`config.mk`:
```
export PLATFORM = sky130hd
export DESIGN_NAME = pmic_sleep_wake_id_status_regs
export DESIGN_NICKNAME = d
export VERILOG_FILES = /design/src/pmic_regs_pkg.sv /design/src/pmic_sleep_wake_id_status_regs.sv /design/src/wake_slot_timer.sv
export VERILOG_INCLUDE_DIRS = /design/src
export SDC_FILE = /design/constraint.sdc
export NUM_CORES = 1
export LEC_CHECK = 0
export ABC_AREA = 1
export BUFFER_PORTS_ARGS = -buffer_cell sky130_fd_sc_hd__buf_2
export CORE_AREA = 10 10 196 198
export DETAILED_ROUTE_END_ITERATION = 12
export DIE_AREA = 0 0 206 208
export PLACE_DENSITY = 0.59
export SLEW_MARGIN = 10
export SYNTH_ARGS = -nofsm -noshare
export SYNTH_HDL_FRONTEND = slang
export SYNTH_SLANG_ARGS = --single-unit
export TNS_END_PERCENT = 30
```
`constraint.sdc`:
```
create_clock -name clk_sys_i -period 4 [get_ports clk_sys_i]
set_input_delay 0.8 -clock clk_sys_i [delete_from_list [all_inputs] [get_ports clk_sys_i]]
set_output_delay 0.8 -clock clk_sys_i [all_outputs]
set_load 0.03 [all_outputs]
```
`src/pmic_regs_consts.svh`:
```
// constants for the sleep/wake, identification and protection status registers
// assumes one 250 MHz system clock and an open-drain two-wire serial port
`ifndef PMIC_REGS_CONSTS_SVH
`define PMIC_REGS_CONSTS_SVH

// register offsets
`define OFS_RAIL3_LINEAR_CFG 8'h06
`define OFS_XEN_CFG 8'h07
`define OFS_PART_CODE 8'h0A
`define OFS_MAKER_ID 8'h0B
`define OFS_SILICON_REV 8'h0C
`define OFS_PROT_STATUS 8'h0D

// reset values of the writable registers
`define RST_RAIL3_LINEAR_CFG 8'hE1
`define RST_XEN_CFG 8'h8A

// field positions, shared by both wake/sleep registers
`define FLD_HI_SLOT_MSB 7
`define FLD_HI_SLOT_LSB 5
`define FLD_HI_KEEPON 4
`define FLD_LO_SLOT_MSB 3
`define FLD_LO_SLOT_LSB 1
`define FLD_LO_KEEPON 0

// identification values, arbitrary
`define PART_CODE_DEF 8'h5C
`define MAKER_CODE_DEF 8'hA3
`define SILICON_REV_DEF 8'h01
// serial device address, arbitrary
`define DEV_ADDR_DEF 7'h2D

// wake timing
`define CLK_PERIOD_NS 4
`define WAKE_BASE_US 150
`define WAKE_STEP_US 512
`define WAKE_BASE_CYC ((`WAKE_BASE_US * 1000 + `CLK_PERIOD_NS - 1) / `CLK_PERIOD_NS)
`define WAKE_STEP_CYC ((`WAKE_STEP_US * 1000 + `CLK_PERIOD_NS - 1) / `CLK_PERIOD_NS)
`define WAKE_CNT_W 20

// synchroniser reset: clock, data and standby pins idle high
`define SYNC_RST 11'h700

`endif

```
`src/pmic_regs_pkg.sv`:
```
// types for the sleep/wake, identification and protection status registers
// assumes the constants header is on the include path
package pmic_regs_pkg;
  typedef logic [2:0] wake_slot_t;
  typedef enum logic [3:0] {
    S_IDLE,
    S_ADDR,
    S_ADDR_ACK,
    S_PTR,
    S_PTR_ACK,
    S_WDAT,
    S_WDAT_ACK,
    S_RDAT,
    S_RDAT_ACK
  } ser_state_t;
endpackage

```
`src/pmic_sleep_wake_id_status_regs.sv`:
```
// sleep/wake configuration, identification and protection status registers
// behind the two-wire serial port, plus the four sleep-aware enable outputs
// assumes pins are asynchronous to clk_sys_i and the serial clock is far slower
//
// How it works
// - In sleep the third buck enable drops unless its keep-on bit 4 of the rail3/linear register is 1.
// - In sleep the linear regulator enable drops unless bit 0 of the rail3/linear register is 1.
// - In sleep external enable A drops unless bit 4 of the external-enable register is 1.
// - In sleep external enable B drops unless bit 0 of the external-enable register is 1.
// - The rail3/linear register holds the buck3 wake slot in bits 7:5 and the linear one in 3:1.
// - The external-enable register holds the A wake slot in bits 7:5 and the B one in 3:1.
// - A rail with wake slot N rises 150 us plus N times 512 us after the wake request.
// - The product identification register reads a fixed 8-bit part code.
// - The maker identification register reads a fixed 8-bit maker code.
// - The silicon revision register reads a fixed 8-bit revision code.
// - Protection status bits 7 to 4 report under-voltage of buck 1, 2, 3 and the linear rail.
// - Protection status bit 3 reports over-temperature.
// - Protection status bit 2 reports input over-voltage.
// - Protection status bits 1 and 0 show the gate-ready and output power-on monitors.
`include "pmic_regs_consts.svh"
module pmic_sleep_wake_id_status_regs #(
  parameter int unsigned WAKE_BASE_CYC = `WAKE_BASE_CYC,
  parameter int unsigned WAKE_STEP_CYC = `WAKE_STEP_CYC,
  parameter logic [6:0] DEV_ADDR = `DEV_ADDR_DEF,
  parameter logic [7:0] PART_CODE = `PART_CODE_DEF,
  parameter logic [7:0] MAKER_CODE = `MAKER_CODE_DEF,
  parameter logic [7:0] SILICON_REV = `SILICON_REV_DEF
) (
  // clock and reset
  input wire logic clk_sys_i,
  input wire logic resetn_i,
  // serial port, open drain
  input wire logic scl_i,
  input wire logic sda_i,
  output logic sda_o_o,
  output logic sda_oe_o,
  // power state request
  input wire logic standby_n_i,
  // protection monitors
  input wire logic buck1_undervolt_flag_i,
  input wire logic buck2_undervolt_flag_i,
  input wire logic buck3_undervolt_flag_i,
  input wire logic linreg_undervolt_flag_i,
  input wire logic overtemp_flag_i,
  input wire logic input_overvolt_flag_i,
  input wire logic gate_ready_monitor_i,
  input wire logic output_por_monitor_i,
  // rail and external enables
  output logic buck3_en_o,
  output logic linreg_en_o,
  output logic external_enable_a_o,
  output logic external_enable_b_o
);
  import pmic_regs_pkg::*;

  logic [10:0] pin_meta_q;
  logic [10:0] pin_sync_q;
  logic scl_prev_q;
  logic sda_prev_q;
  logic scl_s;
  logic sda_s;
  logic sleep;
  logic [7:0] prot_status;
  logic scl_rise;
  logic scl_fall;
  logic start_cond;
  logic stop_cond;
  ser_state_t state_q;
  logic [3:0] bit_cnt_q;
  logic [7:0] shift_q;
  logic [7:0] tx_q;
  logic [7:0] ptr_q;
  logic rw_q;
  logic nack_q;
  logic wr_stb;
  logic [7:0] rd_data;
  logic rd_reload_q;
  logic [7:0] rail3_linear_wake_sleep_cfg_q;
  logic [7:0] external_enable_wake_sleep_cfg_q;
  logic [3:0] keepon;
  wake_slot_t slot [4];
  logic [3:0] en;

  // two-stage synchroniser for every pin
  always_ff @(posedge clk_sys_i or negedge resetn_i) begin
    if (!resetn_i) begin
      pin_meta_q <= `SYNC_RST;
      pin_sync_q <= `SYNC_RST;
    end else begin
      pin_meta_q <= {scl_i, sda_i, standby_n_i, buck1_undervolt_flag_i,
                     buck2_undervolt_flag_i, buck3_undervolt_flag_i,
                     linreg_undervolt_flag_i, overtemp_flag_i, input_overvolt_flag_i,
                     gate_ready_monitor_i, output_por_monitor_i};
      pin_sync_q <= pin_meta_q;
    end
  end

  always_ff @(posedge clk_sys_i or negedge resetn_i) begin
    if (!resetn_i) begin
      scl_prev_q <= 1'b1;
      sda_prev_q <= 1'b1;
    end else begin
      scl_prev_q <= scl_s;
      sda_prev_q <= sda_s;
    end
  end

  assign scl_s = pin_sync_q[10];
  assign sda_s = pin_sync_q[9];
  assign sleep = !pin_sync_q[8];
  assign prot_status = pin_sync_q[7:0];

  assign scl_rise = scl_s && !scl_prev_q;
  assign scl_fall = !scl_s && scl_prev_q;
  assign start_cond = scl_s && scl_prev_q && sda_prev_q && !sda_s;
  assign stop_cond = scl_s && scl_prev_q && !sda_prev_q && sda_s;

  // read mux, unmapped offsets read zero
  always_comb begin
    unique case (ptr_q)
      `OFS_RAIL3_LINEAR_CFG: rd_data = rail3_linear_wake_sleep_cfg_q;
      `OFS_XEN_CFG: rd_data = external_enable_wake_sleep_cfg_q;
      `OFS_PART_CODE: rd_data = PART_CODE;
      `OFS_MAKER_ID: rd_data = MAKER_CODE;
      `OFS_SILICON_REV: rd_data = SILICON_REV;
      `OFS_PROT_STATUS: rd_data = prot_status;
      default: rd_data = 8'h00;
    endcase
  end

  assign wr_stb = scl_fall && state_q == S_WDAT && bit_cnt_q == 4'h8;

  // serial protocol engine
  always_ff @(posedge clk_sys_i or negedge resetn_i) begin
    if (!resetn_i) begin
      state_q <= S_IDLE;
      bit_cnt_q <= 4'h0;
      shift_q <= 8'h00;
      tx_q <= 8'h00;
      ptr_q <= 8'h00;
      rw_q <= 1'b0;
      nack_q <= 1'b0;
      sda_oe_o <= 1'b0;
    end else if (start_cond) begin
      state_q <= S_ADDR;
      bit_cnt_q <= 4'h0;
      sda_oe_o <= 1'b0;
    end else if (stop_cond) begin
      state_q <= S_IDLE;
      sda_oe_o <= 1'b0;
    end else if (scl_rise) begin
      unique case (state_q)
        S_ADDR, S_PTR, S_WDAT: begin
          shift_q <= {shift_q[6:0], sda_s};
          bit_cnt_q <= bit_cnt_q + 4'h1;
        end
        S_RDAT: bit_cnt_q <= bit_cnt_q + 4'h1;
        S_RDAT_ACK: nack_q <= sda_s;
        default: ;
      endcase
    end else if (scl_fall) begin
      unique case (state_q)
        S_IDLE: ;
        S_ADDR: begin
          if (bit_cnt_q == 4'h8) begin
            if (shift_q[7:1] == DEV_ADDR) begin
              rw_q <= shift_q[0];
              state_q <= S_ADDR_ACK;
              sda_oe_o <= 1'b1;
            end else begin
              state_q <= S_IDLE;
            end
          end
        end
        S_ADDR_ACK: begin
          bit_cnt_q <= 4'h0;
          if (rw_q) begin
            state_q <= S_RDAT;
            sda_oe_o <= !rd_data[7];
            tx_q <= {rd_data[6:0], 1'b0};
          end else begin
            state_q <= S_PTR;
            sda_oe_o <= 1'b0;
          end
        end
        S_PTR: begin
          if (bit_cnt_q == 4'h8) begin
            ptr_q <= shift_q;
            state_q <= S_PTR_ACK;
            sda_oe_o <= 1'b1;
          end
        end
        S_PTR_ACK, S_WDAT_ACK: begin
          if (state_q == S_WDAT_ACK) begin
            ptr_q <= ptr_q + 8'h01;
          end
          state_q <= S_WDAT;
          bit_cnt_q <= 4'h0;
          sda_oe_o <= 1'b0;
        end
        S_WDAT: begin
          if (bit_cnt_q == 4'h8) begin
            state_q <= S_WDAT_ACK;
            sda_oe_o <= 1'b1;
          end
        end
        S_RDAT: begin
          if (bit_cnt_q == 4'h8) begin
            state_q <= S_RDAT_ACK;
            sda_oe_o <= 1'b0;
          end else begin
            sda_oe_o <= !tx_q[7];
            tx_q <= {tx_q[6:0], 1'b0};
          end
        end
        S_RDAT_ACK: begin
          if (nack_q) begin
            state_q <= S_IDLE;
          end else begin
            state_q <= S_RDAT;
            bit_cnt_q <= 4'h0;
            ptr_q <= ptr_q + 8'h01;
          end
        end
      endcase
    end else if (rd_reload_q && state_q == S_RDAT) begin
      // burst read: pointer has stepped, drive msb of the next byte
      sda_oe_o <= !rd_data[7];
      tx_q <= {rd_data[6:0], 1'b0};
    end
  end

  // next read byte is loaded one cycle after the pointer steps
  always_ff @(posedge clk_sys_i or negedge resetn_i) begin
    if (!resetn_i) begin
      rd_reload_q <= 1'b0;
    end else begin
      rd_reload_q <= scl_fall && state_q == S_RDAT_ACK && !nack_q && !start_cond &&
                     !stop_cond;
    end
  end

  // open drain: data line only ever pulled low
  always_ff @(posedge clk_sys_i or negedge resetn_i) begin
    if (!resetn_i) begin
      sda_o_o <= 1'b0;
    end else begin
      sda_o_o <= 1'b0;
    end
  end

  // writable wake/sleep registers; other offsets ignore writes
  always_ff @(posedge clk_sys_i or negedge resetn_i) begin
    if (!resetn_i) begin
      rail3_linear_wake_sleep_cfg_q <= `RST_RAIL3_LINEAR_CFG;
      external_enable_wake_sleep_cfg_q <= `RST_XEN_CFG;
    end else if (wr_stb) begin
      if (ptr_q == `OFS_RAIL3_LINEAR_CFG) begin
        rail3_linear_wake_sleep_cfg_q <= shift_q;
      end
      if (ptr_q == `OFS_XEN_CFG) begin
        external_enable_wake_sleep_cfg_q <= shift_q;
      end
    end
  end

  assign keepon[0] = rail3_linear_wake_sleep_cfg_q[`FLD_HI_KEEPON];
  assign keepon[1] = rail3_linear_wake_sleep_cfg_q[`FLD_LO_KEEPON];
  assign keepon[2] = external_enable_wake_sleep_cfg_q[`FLD_HI_KEEPON];
  assign keepon[3] = external_enable_wake_sleep_cfg_q[`FLD_LO_KEEPON];
  assign slot[0] = rail3_linear_wake_sleep_cfg_q[`FLD_HI_SLOT_MSB:`FLD_HI_SLOT_LSB];
  assign slot[1] = rail3_linear_wake_sleep_cfg_q[`FLD_LO_SLOT_MSB:`FLD_LO_SLOT_LSB];
  assign slot[2] = external_enable_wake_sleep_cfg_q[`FLD_HI_SLOT_MSB:`FLD_HI_SLOT_LSB];
  assign slot[3] = external_enable_wake_sleep_cfg_q[`FLD_LO_SLOT_MSB:`FLD_LO_SLOT_LSB];

  for (genvar g = 0; g < 4; g++) begin : g_out
    wake_slot_timer #(
      .BASE_CYC(WAKE_BASE_CYC),
      .STEP_CYC(WAKE_STEP_CYC)
    ) u_timer (
      .clk_sys_i(clk_sys_i),
      .resetn_i(resetn_i),
      .sleep_i(sleep),
      .keepon_i(keepon[g]),
      .slot_i(slot[g]),
      .en_o(en[g])
    );
  end

  assign buck3_en_o = en[0];
  assign linreg_en_o = en[1];
  assign external_enable_a_o = en[2];
  assign external_enable_b_o = en[3];

  a_buck3_sleep_off: assert property (
    @(posedge clk_sys_i) disable iff (!resetn_i)
    sleep && !keepon[0] |=> !buck3_en_o)
    else $error("third buck stayed on in sleep without keep-on");

  a_linreg_sleep_keep: assert property (
    @(posedge clk_sys_i) disable iff (!resetn_i)
    sleep && keepon[1] && linreg_en_o |=> linreg_en_o)
    else $error("linear regulator dropped in sleep with keep-on set");

  a_linreg_sleep_off: assert property (
    @(posedge clk_sys_i) disable iff (!resetn_i)
    sleep && !keepon[1] |=> !linreg_en_o)
    else $error("linear regulator stayed on in sleep without keep-on");

  a_xen_a_sleep: assert property (
    @(posedge clk_sys_i) disable iff (!resetn_i)
    sleep |=> external_enable_a_o == ($past(external_enable_a_o) && $past(keepon[2])))
    else $error("external enable A wrong in sleep");

  a_xen_b_sleep: assert property (
    @(posedge clk_sys_i) disable iff (!resetn_i)
    sleep |=> external_enable_b_o == ($past(external_enable_b_o) && $past(keepon[3])))
    else $error("external enable B wrong in sleep");

  a_cfg_write_take: assert property (
    @(posedge clk_sys_i) disable iff (!resetn_i)
    wr_stb && (ptr_q == `OFS_RAIL3_LINEAR_CFG || ptr_q == `OFS_XEN_CFG) |=>
    rd_data == $past(shift_q) || ptr_q != $past(ptr_q))
    else $error("wake/sleep register did not take the written byte");

  a_part_code_read: assert property (
    @(posedge clk_sys_i) disable iff (!resetn_i)
    ptr_q == `OFS_PART_CODE |-> rd_data == PART_CODE)
    else $error("product identification read wrong");

  a_maker_code_read: assert property (
    @(posedge clk_sys_i) disable iff (!resetn_i)
    ptr_q == `OFS_MAKER_ID |-> rd_data == MAKER_CODE)
    else $error("maker identification read wrong");

  a_revision_read: assert property (
    @(posedge clk_sys_i) disable iff (!resetn_i)
    ptr_q == `OFS_SILICON_REV |-> rd_data == SILICON_REV)
    else $error("silicon revision read wrong");

  a_prot_status_read: assert property (
    @(posedge clk_sys_i) disable iff (!resetn_i)
    ptr_q == `OFS_PROT_STATUS |->
    rd_data == $past({buck1_undervolt_flag_i, buck2_undervolt_flag_i, buck3_undervolt_flag_i,
                      linreg_undervolt_flag_i, overtemp_flag_i, input_overvolt_flag_i,
                      gate_ready_monitor_i, output_por_monitor_i}, 2))
    else $error("protection status read wrong");

  a_ro_write_ignored: assert property (
    @(posedge clk_sys_i) disable iff (!resetn_i)
    wr_stb && ptr_q != `OFS_RAIL3_LINEAR_CFG && ptr_q != `OFS_XEN_CFG |=>
    $stable(rail3_linear_wake_sleep_cfg_q) && $stable(external_enable_wake_sleep_cfg_q))
    else $error("write to a read-only offset changed a register");
endmodule

```
`src/wake_slot_timer.sv`:
```
// one rail or enable output: sleep keep-on and slotted wake-up delay
// assumes sleep_i, keepon_i and slot_i are already in the system clock domain
`include "pmic_regs_consts.svh"
module wake_slot_timer #(
  parameter int unsigned BASE_CYC = 1,
  parameter int unsigned STEP_CYC = 1
) (
  // clock and reset
  input wire logic clk_sys_i,
  input wire logic resetn_i,
  // control
  input wire logic sleep_i,
  input wire logic keepon_i,
  input wire pmic_regs_pkg::wake_slot_t slot_i,
  // enable
  output logic en_o
);
  import pmic_regs_pkg::*;
  localparam int CW = `WAKE_CNT_W;
  logic [CW-1:0] cnt_q;
  logic [CW-1:0] target;

  assign target = CW'(BASE_CYC + 32'(slot_i) * STEP_CYC);

  always_ff @(posedge clk_sys_i or negedge resetn_i) begin
    if (!resetn_i) begin
      cnt_q <= '0;
    end else if (sleep_i) begin
      cnt_q <= '0;
    end else if (!en_o && cnt_q != target) begin
      cnt_q <= cnt_q + CW'(1);
    end
  end

  always_ff @(posedge clk_sys_i or negedge resetn_i) begin
    if (!resetn_i) begin
      en_o <= 1'b0;
    end else if (sleep_i) begin
      en_o <= en_o & keepon_i;
    end else if (cnt_q == target) begin
      en_o <= 1'b1;
    end
  end

  a_wake_rise_time: assert property (
    @(posedge clk_sys_i) disable iff (!resetn_i)
    $rose(en_o) |-> !$past(sleep_i) && $past(cnt_q) == $past(target))
    else $error("enable rose before its wake slot delay");

  a_wake_count_run: assert property (
    @(posedge clk_sys_i) disable iff (!resetn_i)
    !sleep_i && !en_o && cnt_q != target ##1 !sleep_i |-> cnt_q == $past(cnt_q) + CW'(1))
    else $error("wake delay counter stalled");
endmodule
```
==> summary.txt <==
Drt
  – Via/cell ratio: 4.946
  – Wire length reported by the detailed router: 27670 um
  – DRC marker count from the first detailed-route iteration: just over 700
  – First-pass iteration count of the detailed router: 5
  – Average wire per cell in the routed design: 13.16 um
  – Via count: 10.40k
  – Number of nets still failing antenna checks after routing: 0
  – DRC errors left: 0

Yosys
  – Count of synthesis-stage warnings from yosys: 0
  – Total nets after synthesis: 1730
  – Mean Syn Cell Area: 7.222 sq um
  – Async set or reset register ratio after synthesis: 1.000
  – Ranking of synthesized cells by instance count: 400 x sky130_fd_sc_hd__nand2_1, 244 x sky130_fd_sc_hd__inv_1, 178 x sky130_fd_sc_hd__nand3_1, 144 x sky130_fd_sc_hd__dfrtp_1, 123 x sky130_fd_sc_hd__nand4_1
  – Count of flip-flops with a built-in enable after synthesis: 0
  – Register area share after synthesis: 0.3371
  – Area share of the largest cell type after synthesis: 0.3039
  – Most frequent cell after synthesis: sky130_fd_sc_hd__nand2_1
  – Cells after Synth: roughly 1.6k
  – Register bit count reported by yosys: 159
  – Commonest register cell after synthesis: sky130_fd_sc_hd__dfrtp_1
  – Mapped cell area: 11860 sq um
  – Dominant cells by area after synthesis: sky130_fd_sc_hd__dfrtp_1 30%, sky130_fd_sc_hd__nand2_1 13%, sky130_fd_sc_hd__inv_1 7.7%, sky130_fd_sc_hd__nand3_1 7.5%, sky130_fd_sc_hd__ha_1 7.1%
  – Cell taking the most area after synthesis: sky130_fd_sc_hd__dfrtp_1
  – Number of unique standard cell types used by synthesis: slightly below 50

Setup path
  – Cells traversed along the worst timing path: inv_1, fa_1, inv_1, ha_1, ha_1, inv_1, nand2_1, nand2_1, xor2_1, nand3_1, a21oi_1, nand3_1, o21ai_2, buf_4, nand3_1, nand2_1
  – Kind of start point of the critical path: flip-flop
  – Crit Path Max Fanout: 21
  – Required time at the endpoint of the critical path: between 4000 and 5000 ps
  – Dominant delay contributor by cell family on the critical path: adder cells
  – Endpoint class of the critical path: flip-flop
  – Data arrival, critical path: 4010 ps
  – Worst path bufs/invs: 4
  – Maximum cell stage delay along the critical path: 620 ps
  – Worst-path cell with the longest stage delay: sky130_fd_sc_hd__dfstp_2
  – Crit Path Category: reg -> reg

Finish
  – Count of fill cells added during filler insertion: 3616
  – Area overhead of the layout relative to synthesis: 9.053%
  – Area of the multi-input gates: 6623 sq um
  – Sequential standard cell area: 4001 sq um
  – Share of final-layout standard cells stronger than drive strength 1: 0.07043
  – Net count of the finished layout: roughly 1.7k
  – Antenna diode count: 0

Floorplan
  – Number of ports placed on the die boundary: 19
  – Total Die Area: about 43000 sq um
  – FP Rows: 68
  – Die Width: 206 um
  – Die boundary height: 208 um
  – Initial core utilization: 0.3450
  – Core ar.: 34370 sq um

Place
  – Final RePlAce weighted congestion: 0.8751
  – Half-perimeter wire length of the detailed placement result: between 15000 and 20000 um
  – Quantity of I/O buffers inserted on ports: 17

Timing
  – Slew at the pin closest to its max-slew limit: slightly above 1000 ps
  – Post-Route Hold Slack: 348.5 ps
  – Final critical path time including I/O delays and setup: 3631 ps
  – Pins Over Slew Limit: 0
  – Slew HR: 0.3093
  – Maximum clock frequency: 275.4 MHz
  – Sum of negative setup slack: 0 ps
  – Final clock skew: 18.63 ps
  – Setup violators final: 0
  – RSZ-0062 raised after global routing: false
  – Number of hold violations in the final report: 0
  – Final clock period utilization by the worst path: 0.9077

Power and ir drop
  – PnR Total Power: 4.379 mW
  – Max VDD drop: 0.3195 mV
  – Leak pwr: between 6 and 7 nW
  – Power per cell area: 338.6 nW/um^2

Global route
  – Number of antenna violations at the first check in global routing: 0
  – Combined global-route utilization of all metal layers: 0.1310
  – Pin count of the biggest net entering global routing: slightly below 100
  – Global route overflow: 0
  – Number of global-route vias before repair: about 9.8k
  – Global-route wire length before repair: 47710 um

CTS
  – Clock-pin slew on the worst setup and hold paths: around 70 ps
  – Number of H-tree levels: 4
  – Clock tree root buffer cell: sky130_fd_sc_hd__clkbuf_16
  – Hold buffer count at cts: 0
  – TritonCTS clock tree: built
  – Number of buffers created by CTS: 17
  – Total number of clock tree sinks: 159
  – Clock insertion delay at the later pin of the skew report: 450 ps
  – Post-CTS setup-driven buffer insertion count: 0
  – Number of gates resized after cts: 0
  – Number of buffers on the longest clock path: 2

Run status
  – Status: finished, final reports clean

Hold path
  – Class of the tightest hold or removal check: reg -> reg

Run
  – Max Cap Violations: 0
[path summary, 6_finish.rpt]
kind | startpoint | endpoint | slack (ps) | cells past startpoint
worst min-delay path | pin_meta_q[0]$_DFF_PN0_ | pin_sync_q[0]$_DFF_PN0_ | 350 | 0
min in group asynchronous | resetn_i | g_out[3].u_timer.cnt_q[5]$_DFFE_PN0P_ | 440 | 1
max in group asynchronous | resetn_i | g_out[2].u_timer.cnt_q[2]$_DFFE_PN0P_ | 2680 | 2
worst min register to register | pin_meta_q[0]$_DFF_PN0_ | pin_sync_q[0]$_DFF_PN0_ | 350 | 0
worst max register to register | rail3_linear_wake_sleep_cfg_q[6]$_DFFE_PN1P_ | g_out[0].u_timer.cnt_q[1]$_DFFE_PN0P_ | 370 | 16
worst max-delay path | rail3_linear_wake_sleep_cfg_q[6]$_DFFE_PN1P_ | g_out[0].u_timer.cnt_q[1]$_DFFE_PN0P_ | 370 | 16
[cells by family after synthesis]
family / after synthesis / synth area share
xor+xnor: 88 / 0.06563
compound gates: 118 / 0.05898
fa+ha+maj: 75 / 0.08419
flops: 159 / 0.3371
buf+inv: 305 / 0.1045
simple gates: 896 / 0.3493
other cells: 1 / 0.0003162
[cell type report]
class / count / share of cell area
tap: 455 / 0.04402
clock inverter: 14 / 0.01287
sequential: 159 / 0.3094
clock buffer: 18 / 0.03396
multi-input combinational: 1178 / 0.5121
timing repair buffer: 27 / 0.01480
inverter: 251 / 0.07285
[cell usage in the layout, fill, tap and decap left out, types with 3 or more instances in the layout]
master / netlist / final
sky130_fd_sc_hd__o31ai_1: 4 / 4
sky130_fd_sc_hd__clkbuf_16: 0 / 17
sky130_fd_sc_hd__inv_2: 7 / 7
sky130_fd_sc_hd__inv_1: 244 / 244
sky130_fd_sc_hd__buf_2: 11 / 16
sky130_fd_sc_hd__nor3_1: 30 / 30
sky130_fd_sc_hd__nand3b_1: 8 / 8
sky130_fd_sc_hd__nand3_2: 8 / 8
sky130_fd_sc_hd__dfrtp_1: 144 / 144
sky130_fd_sc_hd__nor2_2: 5 / 5
sky130_fd_sc_hd__dfstp_2: 15 / 14
sky130_fd_sc_hd__xor2_1: 71 / 71
sky130_fd_sc_hd__o21ai_0: 47 / 47
sky130_fd_sc_hd__nand2_1: 400 / 400
sky130_fd_sc_hd__buf_4: 7 / 8
sky130_fd_sc_hd__a21oi_1: 32 / 32
sky130_fd_sc_hd__fa_1: 8 / 8
sky130_fd_sc_hd__nor4_1: 11 / 11
sky130_fd_sc_hd__nand4_1: 123 / 123
sky130_fd_sc_hd__inv_6: 0 / 5
sky130_fd_sc_hd__o21ai_1: 5 / 5
sky130_fd_sc_hd__inv_8: 0 / 4
sky130_fd_sc_hd__a31oi_1: 3 / 3
sky130_fd_sc_hd__ha_1: 67 / 67
sky130_fd_sc_hd__xnor2_1: 16 / 16
sky130_fd_sc_hd__o211ai_1: 10 / 10
sky130_fd_sc_hd__nand3_1: 178 / 178
sky130_fd_sc_hd__nor2_1: 112 / 112
sky130_fd_sc_hd__o21bai_1: 4 / 4
sky130_fd_sc_hd__nand2_2: 12 / 12
[worst register-to-register path: cells and delay by family, from the launching register on]
kind | cells | cell delay, ps
AOI/OAI and AO/OA | 2 | 290
and+or+nand+nor | 6 | 610
buffers and inverters | 4 | 610
xor gates and xnor gates | 1 | 140
adders and majority gates | 3 | 1280
DFF | 1 | 620
[metal layers]
layer | global-route usage | wire length [um] | vias to the layer above
met5 | 0 | 0 | -
met4 | 0.03588 | 257 | 0
met3 | 0.02237 | 890 | 16
met2 | 0.2068 | 12730 | 174
met1 | 0.1796 | 13790 | 4865
li1 | - | - | 5341
[per-stage QoR]
| step | cells | setup slack (ps) | utilization | instance area [sq um] |
|---|---|---|---|---|
| 2_1_floorplan | 1642 | 815.1 | - | 11860 |
| 3_3_place_gp | 2070 | 415.0 | 0.3586 | 12330 |
| 3_5_place_dp | 2070 | 380.8 | 0.3586 | 12330 |
| 4_1_cts | 2102 | 358.2 | 0.3762 | 12930 |
| 5_1_grt | 2102 | 21.31 | 0.3762 | 12930 |
| 6_report | 2102 | 369.0 | 0.3762 | 12930 |
[flip-flops by register name, summed over array words and instances, names as in the netlist]
register / cells
g_out.u_timer.cnt_q: 80
pin_meta_q: 11
pin_sync_q: 11
external_enable_wake_sleep_cfg_q: 8
ptr_q: 8
rail3_linear_wake_sleep_cfg_q: 8
shift_q: 8
tx_q: 7
bit_cnt_q: 4
g_out.u_timer.en_o: 4
state_q: 4
nack_q: 1
rd_reload_q: 1
rw_q: 1
scl_prev_q: 1
sda_oe_o: 1
sda_prev_q: 1
[power breakdown]
group          switching, mW  internal [mW]
logic                  0.552          0.241
registers              0.136           1.75
clock network          0.786          0.910
Note: power is estimated with default switching activity, not from simulation.
